File: config.mk
export PLATFORM = sky130hd
export DESIGN_NAME = dsps_sequencer
export DESIGN_NICKNAME = d
export VERILOG_FILES = /design/src/pkg/dsps_pkg.sv /design/src/dsps_phase_counter.sv /design/src/dsps_sequencer.sv
export VERILOG_INCLUDE_DIRS = /design/src /design/src/pkg
export SDC_FILE = /design/constraint.sdc
export NUM_CORES = 1
export LEC_CHECK = 0
export ABC_AREA = 1
export BUFFER_PORTS_ARGS = -buffer_cell sky130_fd_sc_hd__buf_2
export CAP_MARGIN = 20
export CORE_MARGIN = 1.5
export CORE_UTILIZATION = 30
export CTS_CLUSTER_DIAMETER = 30
export DETAILED_ROUTE_END_ITERATION = 8
export MAX_ROUTING_LAYER = met4
export PLACE_DENSITY = 0.51
export SETUP_SLACK_MARGIN = 0.02
export SLEW_MARGIN = 25
export SYNTH_ARGS = -nofsm -noshare
export SYNTH_HDL_FRONTEND = slang
export SYNTH_SLANG_ARGS = --single-unit
export TNS_END_PERCENT = 10
File: constraint.sdc
create_clock -name clk -period 7.2 [get_ports clk]
set_input_delay 0.36 -clock clk [delete_from_list [all_inputs] [get_ports clk]]
set_output_delay 0.36 -clock clk [all_outputs]
set_load 0.05 [all_outputs]
File: src/pkg/dsps_params.svh
// Notes on behaviour
// - Four phases cycle in fixed order.
// - System zero keeps the input switch open.
// - System zero closes zero-loop, charge, feedback switches.
// - Input integration closes only input switches.
// - Latch comparator sign at end of integration.
// - Reference phase uses sign-selected reference switch.
// - Count reference clocks until zero crossing.
// - Integrator zero closes zero, feedback; 200 clocks.
// - Overrange stretches integrator zero to 6200.
// - System zero lasts at least 10001 clocks.
// - Running continuously, cycle repeats every 40002 when crossing by count 19800.
// - Reference beyond 20000 clocks flags overrange.
// - Busy from integration start until crossing or overrange limit.
`ifndef DSPS_PARAMS_SVH
`define DSPS_PARAMS_SVH

`define DSPS_SZ_LEN 10001
`define DSPS_INT_LEN 10000
`define DSPS_OVR_LIMIT 20000
`define DSPS_IZ_LEN 200
`define DSPS_OVR_IZ_LEN 6200
`define DSPS_PERIOD 40002

`define DSPS_ADDR_CTRL 8'h00
`define DSPS_ADDR_STATUS 8'h04
`define DSPS_ADDR_RESULT 8'h08
`define DSPS_ADDR_IRQ_STAT 8'h0c
`define DSPS_ADDR_IRQ_MASK 8'h10

`define DSPS_CTRL_RUN 0
`define DSPS_CTRL_START 1
`define DSPS_CTRL_RUN_RST 1'h1

`define DSPS_IRQ_DONE 0
`define DSPS_IRQ_OVR 1

`define DSPS_CNT_MAX 16'hffff

`endif

File: src/pkg/dsps_pkg.sv
package dsps_pkg;

	typedef enum logic [1:0] {
		PH_SZ = 2'h0,
		PH_INT = 2'h1,
		PH_REF = 2'h3,
		PH_IZ = 2'h2
	} dsps_phase_t;

	typedef struct packed {
		logic input_connect_switch;
		logic ref_positive_switch;
		logic ref_negative_switch;
		logic zero_loop_switch;
		logic ref_charge_switch;
		logic integ_feedback_switch;
		logic integ_zero_switch;
	} dsps_sw_t;

	typedef struct packed {
		logic [7:0] addr;
		logic [31:0] wdata;
		logic wr;
		logic rd;
	} dsps_bus_req_t;

	typedef struct packed {
		logic [15:0] cnt;
	} dsps_cnt_st_t;

	typedef struct packed {
		dsps_phase_t phase;
		dsps_sw_t sw;
		logic busy;
		logic pol;
		logic ovr;
		logic [15:0] result;
		logic [15:0] slack;
		logic run;
		logic start_pend;
		logic [1:0] irq_stat;
		logic [1:0] irq_mask;
		logic [31:0] rdata;
	} dsps_st_t;

endpackage

File: src/dsps_phase_counter.sv
`timescale 1ns/100ps
`include "dsps_params.svh"

module dsps_phase_counter (
	input wire logic clk,
	input wire logic reset,
	input wire logic clear,
	output logic [15:0] count
);

	dsps_pkg::dsps_cnt_st_t s;
	dsps_pkg::dsps_cnt_st_t next_s;

	// Saturates so an indefinite hold cannot wrap back below a limit
	always_comb begin
		next_s = s;
		if (clear) begin
			next_s.cnt = 16'h0000;
		end else if (s.cnt != `DSPS_CNT_MAX) begin
			next_s.cnt = s.cnt + 16'h0001;
		end
	end

	always_ff @(posedge clk) begin
		if (reset) begin
			s <= '0;
		end else begin
			s <= next_s;
		end
	end

	assign count = s.cnt;

endmodule

File: src/dsps_sequencer.sv
// The register offsets and the strobed register port were chosen for this implementation.
`timescale 1ns/100ps
`include "dsps_params.svh"

module dsps_sequencer #(
	parameter int unsigned SZ_LEN = `DSPS_SZ_LEN,
	parameter int unsigned INT_LEN = `DSPS_INT_LEN,
	parameter int unsigned OVR_LIMIT = `DSPS_OVR_LIMIT,
	parameter int unsigned OVR_IZ_LEN = `DSPS_OVR_IZ_LEN,
	parameter int unsigned PERIOD = `DSPS_PERIOD
) (
	input wire logic clk,
	input wire logic reset,
	input wire dsps_pkg::dsps_bus_req_t bus,
	output logic [31:0] rdata,
	input wire logic comp_out,
	output dsps_pkg::dsps_sw_t switches,
	output logic busy,
	output logic polarity,
	output logic overrange,
	output logic irq
);

	////////////////////////////////////////////////////////////////////////
	// Constants

	localparam int unsigned IZ_LEN = `DSPS_IZ_LEN;
	localparam logic [15:0] SZ_E = 16'(SZ_LEN - 1);
	localparam logic [15:0] INT_E = 16'(INT_LEN - 1);
	localparam logic [15:0] OVR_E = 16'(OVR_LIMIT);
	localparam logic [15:0] IZ_E = 16'(IZ_LEN - 1);
	localparam logic [15:0] OIZ_E = 16'(OVR_IZ_LEN - 1);
	// Reference count up to which the next system zero is padded
	localparam logic [15:0] SLACK_LIM =
		16'(PERIOD - SZ_LEN - INT_LEN - IZ_LEN - 1);

	////////////////////////////////////////////////////////////////////////
	// Switch decode per phase

	function automatic dsps_pkg::dsps_sw_t sw_of(
		input dsps_pkg::dsps_phase_t ph,
		input logic pos
	);
		dsps_pkg::dsps_sw_t w;
		w = '0;
		case (ph)
			dsps_pkg::PH_SZ: begin
				w.zero_loop_switch = 1'b1;
				w.ref_charge_switch = 1'b1;
				w.integ_feedback_switch = 1'b1;
			end
			dsps_pkg::PH_INT: begin
				w.input_connect_switch = 1'b1;
			end
			dsps_pkg::PH_REF: begin
				w.integ_feedback_switch = 1'b1;
				w.ref_positive_switch = pos;
				w.ref_negative_switch = ~pos;
			end
			default: begin
				w.integ_zero_switch = 1'b1;
				w.integ_feedback_switch = 1'b1;
			end
		endcase
		return w;
	endfunction

	////////////////////////////////////////////////////////////////////////
	// State

	dsps_pkg::dsps_st_t s;
	dsps_pkg::dsps_st_t next_s;
	logic [15:0] cnt;
	logic cnt_clear;

	dsps_phase_counter u_cnt (
		.clk(clk),
		.reset(reset),
		.clear(cnt_clear),
		.count(cnt)
	);

	assign cnt_clear = (next_s.phase != s.phase);

	////////////////////////////////////////////////////////////////////////
	// Next state

	always_comb begin
		logic [15:0] sz_end;
		logic [15:0] iz_end;
		logic [1:0] ev;
		sz_end = SZ_E + s.slack;
		iz_end = s.ovr ? OIZ_E : IZ_E;
		ev = 2'h0;
		next_s = s;

		case (s.phase)
			dsps_pkg::PH_SZ: begin
				// Waits here while held; slack keeps the period fixed
				if (cnt >= sz_end && (s.run || s.start_pend)) begin
					next_s.phase = dsps_pkg::PH_INT;
					next_s.start_pend = 1'b0;
				end
			end
			dsps_pkg::PH_INT: begin
				if (cnt == INT_E) begin
					next_s.phase = dsps_pkg::PH_REF;
					next_s.pol = comp_out;
					next_s.ovr = 1'b0;
				end
			end
			dsps_pkg::PH_REF: begin
				if (comp_out != s.pol) begin
					next_s.phase = dsps_pkg::PH_IZ;
					next_s.result = cnt;
					ev[`DSPS_IRQ_DONE] = 1'b1;
					if (cnt <= SLACK_LIM) begin
						next_s.slack = SLACK_LIM - cnt;
					end else begin
						next_s.slack = 16'h0000;
					end
				end else if (cnt == OVR_E) begin
					next_s.phase = dsps_pkg::PH_IZ;
					next_s.ovr = 1'b1;
					next_s.result = OVR_E;
					next_s.slack = 16'h0000;
					ev[`DSPS_IRQ_DONE] = 1'b1;
					ev[`DSPS_IRQ_OVR] = 1'b1;
				end
			end
			default: begin
				if (cnt == iz_end) begin
					next_s.phase = dsps_pkg::PH_SZ;
				end
			end
		endcase

		next_s.sw = sw_of(next_s.phase, next_s.pol);
		next_s.busy = (next_s.phase == dsps_pkg::PH_INT) ||
			(next_s.phase == dsps_pkg::PH_REF);

		if (bus.wr) begin
			if (bus.addr == `DSPS_ADDR_CTRL) begin
				next_s.run = bus.wdata[`DSPS_CTRL_RUN];
				if (bus.wdata[`DSPS_CTRL_START]) begin
					next_s.start_pend = 1'b1;
				end
			end else if (bus.addr == `DSPS_ADDR_IRQ_STAT) begin
				next_s.irq_stat = s.irq_stat & ~bus.wdata[1:0];
			end else if (bus.addr == `DSPS_ADDR_IRQ_MASK) begin
				next_s.irq_mask = bus.wdata[1:0];
			end
		end
		// Events applied after the clear so a same-cycle set survives
		next_s.irq_stat = next_s.irq_stat | ev;

		next_s.rdata = 32'h0000_0000;
		if (bus.rd) begin
			if (bus.addr == `DSPS_ADDR_CTRL) begin
				next_s.rdata = {30'h0, s.start_pend, s.run};
			end else if (bus.addr == `DSPS_ADDR_STATUS) begin
				next_s.rdata = {27'h0, s.phase, s.busy, s.ovr, s.pol};
			end else if (bus.addr == `DSPS_ADDR_RESULT) begin
				next_s.rdata = {16'h0, s.result};
			end else if (bus.addr == `DSPS_ADDR_IRQ_STAT) begin
				next_s.rdata = {30'h0, s.irq_stat};
			end else if (bus.addr == `DSPS_ADDR_IRQ_MASK) begin
				next_s.rdata = {30'h0, s.irq_mask};
			end
		end
	end

	////////////////////////////////////////////////////////////////////////
	// Registers

	always_ff @(posedge clk) begin
		if (reset) begin
			s <= '0;
			s.sw <= sw_of(dsps_pkg::PH_SZ, 1'b0);
			s.run <= `DSPS_CTRL_RUN_RST;
		end else begin
			s <= next_s;
		end
	end

	assign rdata = s.rdata;
	assign switches = s.sw;
	assign busy = s.busy;
	assign polarity = s.pol;
	assign overrange = s.ovr;
	assign irq = |(s.irq_stat & s.irq_mask);
endmodule

Yosys cells after proc, flatten, opt, wreduce, memory -nomap -nowiden:

Index checks and enable logic that the tools add are counted.

* output and inout bits: 43
* logic and storage cells: 109
* input port bits: 45
* flip-flop bits (word level): 98

* reduce and logical (&&, ||, !) cells: 20
* add/subtract/negate cells: 3
* muxes and demuxes: 36
* bitwise gates (word level): 9
* magnitude comparators: 2
* eq/ne operators: 17

Operator list (number)
* 2-to-1 mux 33 bit: 1
* 2-to-1 mux 16 bit: 2
* 2-to-1 mux 32 bit: 1
* 2-to-1 mux 2 bit: 15
* adder 14 x 16 -> 16 bit (first input constant): 1
* adder 16 x 1 -> 16 bit (second input constant): 1
* == test 16 x 13 -> 1 bit: 1
* == test 16 x 14 -> 1 bit (second input constant): 1
* == test 16 x 15 -> 1 bit (second input constant): 1
* == test 8 x 4 -> 1 bit (second input constant): 2
* greater-or-equal comparator 16 bit: 1
* <= comparator 16 x 15 -> 1 bit (second input constant): 1
* != test 16 bit (second input constant): 1
* subtractor 15 x 16 -> 16 bit (first input constant): 1
* 2-to-1 mux 13 bit: 1
* 2-to-1 mux 1 bit: 11
* 2-to-1 mux 5 bit: 2
* == test 8 x 3 -> 1 bit (second input constant): 1
* == test 8 x 5 -> 1 bit (second input constant): 1
* logical NOT 8 bit: 1
* AND reduction 4 bit: 2
* OR reduction 2 bit: 4
* != test 2 bit (second input constant): 3
* case mux 2 bit (3 select lines): 1
* 18 further kinds: 30

Logic depth before layout (Yosys ltp):

Gate-level depths: netlist (run 1).

* word-level depth: 9
* gate-level depth with buffers: 17
* gate-level depth less buffers: 17

Modules after synthesis:

A second synthesis (run 1) with hierarchy kept.

* cell total of the unflattened synthesis: 690
* area total of the unflattened synthesis: 4936.0 sq um

By module, submodules not included
* dsps_sequencer: times used 1, area each 4003.8 sq um, cells each 550
* dsps_phase_counter: times used 1, area each 932.1 sq um, cells each 140

Worst setup path after synthesis (run 1):

OpenSTA, ideal clock, no wires.

* path type: register to register
* start: reg s[42] (netlist name)
* end: reg u_cnt.s (netlist bit u_cnt.count[10])
* setup slack: 4.794 ns
* arrival time: 2.290 ns
* stages on the path, launching flop included: 15
* required time: 7.083 ns
* cells stage by stage: dfxtp_1 > ha_1 > nand3_1 > a21oi_1 > a21oi_1 > xor2_1 > ha_1 > nand2_1 > nor3_1 > nand2_1 > nand2_1 > nand3_1 > nand2_4 > buf_8 > nor2_2

* longest elaborated chain between the ends: 7

RTL lines
* start, declared: line dsps_sequencer.sv:71 `dsps_pkg::dsps_st_t s;`
* start signal, assigned: line dsps_sequencer.sv:182 `s <= next_s;`
* adder 14 x 16 -> 16 bit: line dsps_sequencer.sv:92 `sz_end = SZ_E + s.slack;`
* greater-or-equal comparator 16 bit: line dsps_sequencer.sv:100 `if (cnt >= sz_end && (s.run || s.start_pend)) begin`
* logical AND 1 bit: line dsps_sequencer.sv:100
* 2-to-1 mux 2 bit: line dsps_sequencer.sv:100
* case mux 2 bit (3 select lines): line dsps_sequencer.sv:97 `case (s.phase)`
* != test 2 bit: line dsps_sequencer.sv:83 `assign cnt_clear = (next_s.phase != s.phase);`
* OR reduction 2 bit (no line)
* end signal, assigned: line dsps_phase_counter.sv:28 `s <= next_s;`
* end, declared: line dsps_phase_counter.sv:11 `dsps_pkg::dsps_cnt_st_t s;`

No other way between the ends.
A chain may end at the register's enable or synchronous reset.

Final worst setup path (run 1):

* start: reg s[42] (netlist name)
* end: reg u_cnt.s (netlist bit u_cnt.count[3])

The elaborated chain is that of the path after synthesis.

==> results of run 1 <==
## how the worst max path moves through the flow
stage	startpoint	cells after the start	to
after floorplan	s[42]$_SDFFE_PP0P_	14	u_cnt.count[10]$_SDFFE_PP0P_
after global placement	s[42]$_SDFFE_PP0P_	13	u_cnt.count[13]$_SDFFE_PP0P_
after detailed placement	s[42]$_SDFFE_PP0P_	13	u_cnt.count[3]$_SDFFE_PP0P_
after CTS	s[42]$_SDFFE_PP0P_	13	u_cnt.count[3]$_SDFFE_PP0P_
after global routing	s[42]$_SDFFE_PP0P_	13	u_cnt.count[3]$_SDFFE_PP0P_
final	s[42]$_SDFFE_PP0P_	13	u_cnt.count[3]$_SDFFE_PP0P_
## cells by family (layout without fill, tap and decap cells)
kind of cell / Yosys count / after routing / share of synthesized area
AND/OR/NAND/NOR: 327 / 327 / 0.312
buffers and inverters: 145 / 144 / 0.158
flip-flops: 81 / 81 / 0.338
AO/OA/AOI/OAI: 77 / 77 / 0.0888
XOR/XNOR: 28 / 28 / 0.0510
adder cells (fa/ha/maj): 19 / 19 / 0.0495
other: 1 / 16 / 0.000781
multiplexers: 1 / 1 / 0.00208
## cell usage in the layout, fill, tap and decap left out, drive strengths merged
cell type	Yosys	final
bufinv	0	1
or2	4	4
clkinv	1	3
dfxtp	81	81
o21ai	23	23
buf	52	41
xnor2	3	3
and3	1	1
nor3	11	11
a22o	1	1
inv	86	86
a21oi	44	44
xor2	25	25
clkbuf	6	12
nand2	141	141
ha	19	19
nand3	55	55
mux2i	1	1
nand3b	2	2
o211ai	5	5
nor2	96	96
clkinvlp	0	1
o22ai	3	3
o21bai	1	1
conb	1	16
nand4	14	14
nor4	3	3
## cell type report
class | count | area share
clock buffers | 12 | 0.0492
well taps | 216 | 0.0518
multi-input cells | 468 | 0.475
repair buffers | 41 | 0.0393
inverters | 87 | 0.0636
clock inverters | 4 | 0.00983
flip-flops and latches | 81 | 0.311
## state kept, by name, summed over array words and instances (netlist names)
name,flops
busy,1
overrange,1
polarity,1
rdata,16
s,40
switches,6
u_cnt.count,16
## power by group through the flow
stage / registers (uW) / clock network, uW / logic, uW
final: 452 / 470 / 51.8
after global routing: 452 / 504 / 57.7
after CTS: 452 / 483 / 52.2
after detailed placement: 462 / 0 / 52.0
after global placement: 462 / 0 / 52.1
after floorplan: 461 / 0 / 48.5
## metal layers
layer	GRT usage	wire length (um)	vias to the layer above	part of all wire
met1	0.207	5800	1792	0.49
met5	-	0	-	0
li1	-	-	2115	-
met4	0.0582	198	0	0.017
met3	0.0367	658	12	0.056
met2	0.225	5080	88	0.43
## worst max-delay path, cell delays in order, from the launching register on
cell and delay (ns):
dfxtp_1 0.40, ha_1 0.21, nand3_1 0.22, a21oi_1 0.32, a21oi_1 0.12, xor2_1 0.16, ha_1 0.28, nand2_1 0.08
nor3_1 0.24, nand2_1 0.08, nand2_1 0.07, nand3_1 0.24, nand2_4 0.33, nor2_1 0.08
## stage by stage
step / util / hold slack, ns / setup WS, ns / power (uW)
after global placement: 0.311 / 0.417 / 4.28 / 514
after CTS: 0.331 / 0.255 / 4.21 / 988
after global routing: 0.331 / 0.292 / 3.99 / 1010
final: 0.331 / 0.267 / 4.26 / 974
after floorplan: - / 0.408 / 4.79 / 510
after detailed placement: 0.311 / 0.414 / 4.25 / 514
==> flow_metrics.env, run 1 <==
export IMPL_status="completed"
export IMPL_post_route_period_util=0.408
export IMPL_yosysSeqAreaShare=0.337
export IMPL_ios=88
export IMPL_place_area_um2=4910
export IMPL_clk_pin_slew_ns=0.06
export IMPL_yosysTopAreaCellShare=0.337
export IMPL_postCtsSetupRepairBufs=0
export IMPL_grt_total_usage=0.155
export IMPL_power_frac_clock=0.482
export IMPL_nets=752
export IMPL_seqCellArea_um2=1620
export IMPL_dpl_hpwl_um=8880
export IMPL_hold_end="s[37]$_SDFFE_PP1P_"
export IMPL_r2r_start="s[42]$_SDFFE_PP0P_"
export IMPL_synth_area_leaders="dfxtp_1 (34%), nand2_1 (11%), inv_1 (6.3%)"
export IMPL_setup_viol=0
export IMPL_post_place_cells=893
export IMPL_cts_sinks=81
export IMPL_grt_max_degree=36
export IMPL_synth_common_cells="nand2_1 (136), dfxtp_1 (81), inv_1 (80)"
export IMPL_min_from="bus[2]"
export IMPL_core_area_um2=15800
export IMPL_num_antenna_cells=0
export IMPL_crit_fanout=16
export IMPL_min_path_type="in2reg"
export IMPL_io_buffers=41
export IMPL_power_density_nw_per_um2=187
export IMPL_r2r_slack_ns=4.26
export IMPL_seq_power_share=0.464
export IMPL_synth_most_common_cell="nand2_1"
export IMPL_netlist_area_um2=4800
export IMPL_hold_depth=3
export IMPL_cts_tree="yes"
export IMPL_clk_root_buffer_cell="clkbuf_16"
export IMPL_vias=4007
export IMPL_fin_cells=909
export IMPL_antenna_found_initial=0
export IMPL_peakVddDrop_mv=0.104
export IMPL_r2r_end="u_cnt.count[3]$_SDFFE_PP0P_"
export IMPL_yosysWarnings=0
export IMPL_die_w_um=130
export IMPL_initial_core_util=0.305
export IMPL_timing_fmax_ghz=0.340
export IMPL_netlist_instances=679
export IMPL_critPathLaunchType="register"
export IMPL_cts_buffers=9
export IMPL_leakage_uw=0.00221
export IMPL_async_flop_share=0
export IMPL_slew_violations=0
export IMPL_ctsHoldBuffers=0
export IMPL_route_detailed_drc=0
export IMPL_syn_avg_cell_area_um2=7.08
export IMPL_rsz0062_at_grt="false"
export IMPL_required_ns=7.42
export IMPL_insertion_delay_ns=0.35
export IMPL_vias_per_cell=4.41
export IMPL_netSwitchingFraction=0.232
export IMPL_firstDrtPassIters=4
export IMPL_slew_headroom=0.504
export IMPL_first_global_vias=3706
export IMPL_maxCapViolCount=0
export IMPL_criticalPathCategory="reg2reg"
export IMPL_comb_power_share=0.053
export IMPL_grt_pass1_wl_um=19300
export IMPL_multi_input_area_um2=2480
export IMPL_postCtsResizedCells=0
export IMPL_finalClockSkew_ns=0.00958
export IMPL_worst_slew_pin_slew_ns=0.743
export IMPL_area_delta_synth_final_pct=8.57
export IMPL_fin_setup_tns_ns=0
export IMPL_num_rows=46
export IMPL_finalInstanceArea_um2=5220
export IMPL_htreeDepth=3
export IMPL_synth_edf_count=0
export IMPL_final_layout_size_suffix_gt1_frac=0.141
export IMPL_synth_main_ff_cell="dfxtp_1"
export IMPL_arrival_ns=3.16
export IMPL_routedWlPerCell_um=12.9
export IMPL_die_y_um=130
export IMPL_rr_worst_depth=13
export IMPL_end_kind="register"
export IMPL_yosys_area_top_type="dfxtp_1"
export IMPL_p_int_uw=748
export IMPL_finalHoldViolCount=0
export IMPL_switching_power_uw=226
export IMPL_grt_overflow=0
export IMPL_ys_ff_latch=81
export IMPL_wl_um=11700
export IMPL_gp_congestion=0.885
export IMPL_synth_cell_types=40
export IMPL_drt_iter0_drc=350
export IMPL_fin_crit_ns=2.94
export IMPL_die_area_um2=16800
export IMPL_ant_nets=0
export IMPL_clockBufferDepth=2
export IMPL_fillers=1781
No activity file was read; power rests on OpenSTA's default activity.
==> inputs of run 2 (changes only) <==
Settings changed: ABC_AREA 1 to 0, PLACE_DENSITY 0.51 to 0.54.
Clock period 7.2 ns to 2.7 ns, I/O delays scaled along.
==> flow_metrics.env, run 2 <==
export IMPL_ys_ff_latch=81
export IMPL_netlist_area_um2=4270
export IMPL_initial_core_util=0.308
export IMPL_synth_cell_types=62
export IMPL_ctsHoldBuffers=0
export IMPL_criticalPathCategory="reg2reg"
export IMPL_num_rows=43
export IMPL_highest_layer="met4"
export IMPL_min_path_type="in2reg"
export IMPL_drt_met1_wl_um=4950
export IMPL_leakage_uw=0.00204
export IMPL_violations="negative setup slack"
export IMPL_slew_violations=0
export IMPL_critPathMaxStageDelay_ns=0.37
export IMPL_post_route_period_util=1.07
export IMPL_vias=3544
export IMPL_dpl_hpwl_um=7620
export IMPL_area_delta_synth_final_pct=16.9
export IMPL_insertion_delay_ns=0.34
export IMPL_synth_common_cells="dfxtp_1 (81), nor2_1 (57), buf_4 (39)"
export IMPL_cts_sinks=81
export IMPL_htreeDepth=3
export IMPL_power_density_nw_per_um2=527
export IMPL_setup_viol=24
export IMPL_die_y_um=122
export IMPL_final_common_cell="dfxtp_1"
export IMPL_wl_met2_um=5010
export IMPL_grt_max_degree=36
export IMPL_peakVddDrop_mv=0.272
export IMPL_fin_crit_ns=2.88
export IMPL_routedWlPerCell_um=14.8
export IMPL_status="complete, but fails checks"
export IMPL_crit_slowest_cell="or3b_1"
export IMPL_vias_per_cell=4.98
export IMPL_arrival_ns=3.10
export IMPL_die_w_um=122
export IMPL_largest_register="s"
export IMPL_yosysWarnings=0
export IMPL_synth_area_leaders="dfxtp_1 (38%), buf_4 (6.9%), ha_1 (5.6%)"
export IMPL_num_antenna_cells=0
export IMPL_finalHoldViolCount=0
export IMPL_critPathLaunchType="register"
export IMPL_netlist_instances=491
export IMPL_gp_congestion=0.833
export IMPL_layout_common_cells="dfxtp_1 (78), nor2_1 (55), buf_2 (42), buf_4 (35), nand2_1 (27)"
export IMPL_largest_reg_flops=40
export IMPL_ant_nets=0
export IMPL_worst_slack_ns=-0.177
export IMPL_nets=591
export IMPL_required_ns=2.93
export IMPL_core_area_um2=13900
export IMPL_drt_iter0_drc=285
export IMPL_grt_total_usage=0.148
export IMPL_finalClockSkew_ns=0.0122
export IMPL_end_kind="register"
export IMPL_antenna_found_initial=0
export IMPL_cts_tree="yes"
export IMPL_clockBufferDepth=2
export IMPL_fillers=1467
export IMPL_syn_avg_cell_area_um2=8.70
export IMPL_crit_fanout=8
export IMPL_die_area_um2=15000
export IMPL_timing_fmax_ghz=0.348
export IMPL_fin_setup_tns_ns=-2.41
export IMPL_final_layout_size_suffix_gt1_frac=0.233
export IMPL_yosysSeqAreaShare=0.380
export IMPL_synth_most_common_cell="dfxtp_1"
export IMPL_grt_pass1_wl_um=16800
export IMPL_yosysTopAreaCellShare=0.380
export IMPL_async_flop_share=0
export IMPL_ios=88
export IMPL_whs_ns=0.0694
export IMPL_io_buffers=41
export IMPL_wl_um=10500
export IMPL_slew_headroom=0.359
export IMPL_synth_edf_count=0
export IMPL_worstPathCellList="a41o_1 > or3_4 > and3_4 > o21ai_2 > xor2_1 > ha_1 > nand4_1 > nor2_1 > a211oi_2 > a21oi_2 > or3b_1"
export IMPL_synth_main_ff_cell="dfxtp_1"
export IMPL_grt_overflow=0
export IMPL_clk_pin_slew_ns=0.07
export IMPL_clk_root_buffer_cell="clkbuf_16"
export IMPL_rsz0062_at_grt="true"
export IMPL_maxCapViolCount=0
export IMPL_cts_buffers=9
export IMPL_dr_wl_met3_um=424
export IMPL_yosys_area_top_type="dfxtp_1"
export IMPL_firstDrtPassIters=6
export IMPL_route_detailed_drc=0
export IMPL_first_global_vias=3335
export IMPL_worst_slew_pin_slew_ns=0.954
run 2: cell count changes after synthesis, sizes merged, moves of 16 or more:
cell	before	now
a21oi	44	19
a22oi	0	18
and2	0	16
inv	86	7
nand2	141	27
nand3	55	12
nor2	96	57
run 2: cell families (layout without fill, tap and decap cells):
group,count (synthesis),in the layout,synth area share
xor gates and xnor gates,32,32,0.0656
adders and majority gates,19,19,0.0557
other,1,16,0.000878
DFF,81,81,0.380
AOI/OAI and AO/OA,82,82,0.134
and+or+nand+nor,194,194,0.241
buffers and inverters,75,101,0.106
muxes,7,7,0.0176
run 2: cell type report:
class / instances / area [um2] / share of cell area
Clock buffer: 10 / 239 / 0.0479
Clock inverter: 6 / 75.1 / 0.0150
Inverter: 7 / 26.3 / 0.00526
Multi-Input combinational cell: 350 / 2320 / 0.464
Sequential cell: 81 / 1630 / 0.325
Tap cell: 180 / 225 / 0.0451
Timing Repair Buffer: 78 / 484 / 0.0970
run 2: layer usage:
layer  vias up  GRT usage
li1       1751          -
met1      1694      0.187
met2        83      0.237
met3        16     0.0228
met4         0     0.0567
met5         -          -
run 2: worst max-delay path: cells and delay by family, from the launching register on:
kind	cells	cell delay, ns
adders and majority gates	1	0.32
xor gates and xnor gates	1	0.09
AOI/OAI and AO/OA	4	0.82
and+or+nand+nor	5	1.20
DFF	1	0.35
run 2: what timing repair did:
| action | in CTS | in global routing |
|---|---|---|
| resized for setup | 10 | 8 |
| buffers inserted | 0 | 1 |
| endpoints found under the setup margin | 25 | 25 |
| gates cloned | 1 | 0 |
| pin swaps | 7 | 9 |
run 2: per-stage QoR:
step	utilization	power (uW)	worst slack [ns]	std cells	area, um2
2_1_floorplan	-	1350	-0.0138	506	4340
3_3_place_gp	0.332	1370	-0.150	694	4600
3_5_place_dp	0.332	1370	-0.250	694	4600
4_1_cts	0.357	2650	-0.133	711	4950
5_1_grt	0.360	2710	-0.298	712	4990
6_report	0.360	2630	-0.177	712	4990
run 2: report_power, final:
part,leakage [uW],internal (uW),total [uW],switching [uW]
logic,0.00123,39.0,148,109
clock network,0.000151,755,1280,526
registers,0.000654,1200,1200,2.80
total,0.00204,1990,2630,637
run 2: path summary, 6_finish.rpt:
path	start	endpoint	cells after the start	slack, ns
worst max-delay path	s[43]$_SDFFE_PP0P_	switches[1]$_SDFF_PP1_	11	-0.18
worst max register to register	s[43]$_SDFFE_PP0P_	switches[1]$_SDFF_PP1_	11	-0.18
worst min-delay path	bus[2]	s[37]$_SDFFE_PP1P_	3	0.07
worst min register to register	s[63]$_SDFFE_PP0P_	rdata[9]$_SDFF_PP0_	1	0.46
==> inputs of run 3 (changes only) <==
Settings changed: CORE_MARGIN 1.5 to 2.
==> flow_metrics.env, run 3 (synthesis results as in run 2) <==
export IMPL_crit_slowest_cell="or3b_1"
export IMPL_r2r_start="s[42]$_SDFFE_PP0P_"
export IMPL_maxCapViolCount=0
export IMPL_hold_depth=3
export IMPL_grt_total_usage=0.144
export IMPL_finalPower_uw=2630
export IMPL_core_area_um2=13900
export IMPL_cts_buffers=9
export IMPL_comb_power_share=0.056
export IMPL_wl_um=10500
export IMPL_rr_worst_depth=11
export IMPL_largest_reg_flops=40
export IMPL_r2r_slack_ns=-0.09
export IMPL_violations="negative setup slack"
export IMPL_end_kind="register"
export IMPL_hold_end="s[37]$_SDFFE_PP1P_"
export IMPL_setup_viol=14
export IMPL_fin_cells=710
export IMPL_die_w_um=123
export IMPL_clk_root_buffer_cell="clkbuf_16"
export IMPL_grt_overflow=0
export IMPL_clk_pin_slew_ns=0.07
export IMPL_io_buffers=41
export IMPL_r2r_end="switches[1]$_SDFF_PP1_"
export IMPL_rsz0062_at_grt="true"
export IMPL_fin_crit_ns=2.79
export IMPL_grt_pass1_wl_um=16500
export IMPL_area_delta_synth_final_pct=17.6
export IMPL_die_area_um2=15200
export IMPL_worst_slew_pin_slew_ns=1.00
export IMPL_vias_per_cell=4.99
export IMPL_post_route_period_util=1.03
export IMPL_route_detailed_drc=0
export IMPL_routedWlPerCell_um=14.8
export IMPL_firstDrtPassIters=4
export IMPL_worstPathCellList="a41o_1 > or3_4 > and3_4 > o21ai_2 > xor2_1 > ha_1 > nand4_1 > nor2_2 > a211oi_4 > a21oi_4 > or3b_1"
export IMPL_min_from="bus[2]"
export IMPL_antenna_found_initial=0
export IMPL_switching_power_uw=635
export IMPL_finalClockSkew_ns=0.0101
export IMPL_layout_common_cells="dfxtp_1 (80), nor2_1 (54), buf_2 (41), buf_4 (33), nand2_1 (27)"
export IMPL_drt_iter0_drc=237
export IMPL_clockBufferDepth=2
export IMPL_critPathMaxStageDelay_ns=0.37
export IMPL_grt_max_degree=37
export IMPL_arrival_ns=3.01
export IMPL_peakVddDrop_mv=0.304
export IMPL_power_frac_clock=0.486
export IMPL_cts_sinks=81
export IMPL_worst_slack_ns=-0.0857
export IMPL_num_antenna_cells=0
export IMPL_status="complete, but fails checks"
export IMPL_critPathLaunchType="register"
export IMPL_slew_headroom=0.328
export IMPL_htreeDepth=3
export IMPL_ant_nets=0
export IMPL_initial_core_util=0.308
export IMPL_crit_fanout=3
export IMPL_vias=3546
export IMPL_gp_congestion=0.881
export IMPL_final_common_cell="dfxtp_1"
export IMPL_preCtsSetupSlack_ns=-0.203
export IMPL_cts_tree="yes"
export IMPL_nets=589
export IMPL_num_rows=43
export IMPL_timing_fmax_ghz=0.359
export IMPL_final_layout_size_suffix_gt1_frac=0.234
export IMPL_seq_power_share=0.457
export IMPL_finalHoldViolCount=0
export IMPL_insertion_delay_ns=0.34
export IMPL_largest_register="s"
export IMPL_fin_setup_tns_ns=-0.556
export IMPL_ios=88
export IMPL_criticalPathCategory="reg2reg"
export IMPL_slew_violations=0
export IMPL_dpl_hpwl_um=7620
export IMPL_p_int_uw=1990
export IMPL_min_path_type="in2reg"
export IMPL_required_ns=2.92
export IMPL_first_global_vias=3287
export IMPL_leakage_uw=0.00204
export IMPL_ctsHoldBuffers=0
export IMPL_netSwitchingFraction=0.242
export IMPL_post_place_cells=693
export IMPL_die_y_um=123
export IMPL_power_density_nw_per_um2=523
run 3: changes by cell type in the layout (fill, tap and decap cells not counted), sizes merged:
cell,delta
buf,-2
run 3: area by class of cell:
type,count,area [um2]
clock buffers,10,239
clock inverters,6,75.1
fillers,1417,8860
inverters,7,26.3
multi-input cells,350,2350
flip-flops and latches,81,1620
well taps,180,225
repair buffers,76,484
run 3: worst max-delay path: cells and delay by family (launching register included):
family	cells	cell delay, ns
DFF	1	0.33
adders and majority gates	1	0.32
and+or+nand+nor	5	1.25
xor gates and xnor gates	1	0.08
AOI/OAI and AO/OA	4	0.69
run 3: what timing repair did:
action                     CTS  global route
setup buffers                3             0
gates resized for setup     18             4
setup endpoints to repair   25            25
pin swaps                   13             6
run 3: metrics by stage:
step / utilization / hold slack [ns] / cell area, um2
floorplan: - / 0.260 / 4340
global placement: 0.332 / 0.400 / 4610
detailed placement: 0.332 / 0.411 / 4610
CTS: 0.361 / 0.0531 / 5010
global route: 0.362 / 0.0683 / 5020
finish: 0.362 / 0.0656 / 5020
run 3: per-layer routing:
metal  vias up  track usage  wire length (um)
met3        14       0.0323               437
met4         0       0.0419               165
met2        86        0.227              4890
li1       1751            -                 -
met5         -            -                 0
met1      1695        0.185              5030
run 3: worst max path at each step:
| stage | start | endpoint | slack (ns) |
|---|---|---|---|
| 2_1_floorplan | s[44]$_SDFFE_PP0P_ | switches[1]$_SDFF_PP1_ | -0.01 |
| 3_3_place_gp | s[45]$_SDFFE_PP0P_ | u_cnt.count[8]$_SDFFE_PP0P_ | -0.17 |
| 3_5_place_dp | s[45]$_SDFFE_PP0P_ | u_cnt.count[8]$_SDFFE_PP0P_ | -0.20 |
| 4_1_cts | s[45]$_SDFFE_PP0P_ | switches[1]$_SDFF_PP1_ | -0.1 |
| 5_1_grt | s[42]$_SDFFE_PP0P_ | u_cnt.count[8]$_SDFFE_PP0P_ | -0.21 |
| 6_report | s[42]$_SDFFE_PP0P_ | switches[1]$_SDFF_PP1_ | -0.09 |
run 3: power groups by stage:
| stage | Combinational (uW) | Clock [uW] | Sequential [uW] |
|---|---|---|---|
| 5_1_grt | 158 | 1360 | 1200 |
| 2_1_floorplan | 116 | 0 | 1230 |
| 6_report | 148 | 1280 | 1200 |
| 3_3_place_gp | 144 | 0 | 1230 |
| 3_5_place_dp | 144 | 0 | 1230 |
| 4_1_cts | 146 | 1300 | 1200 |
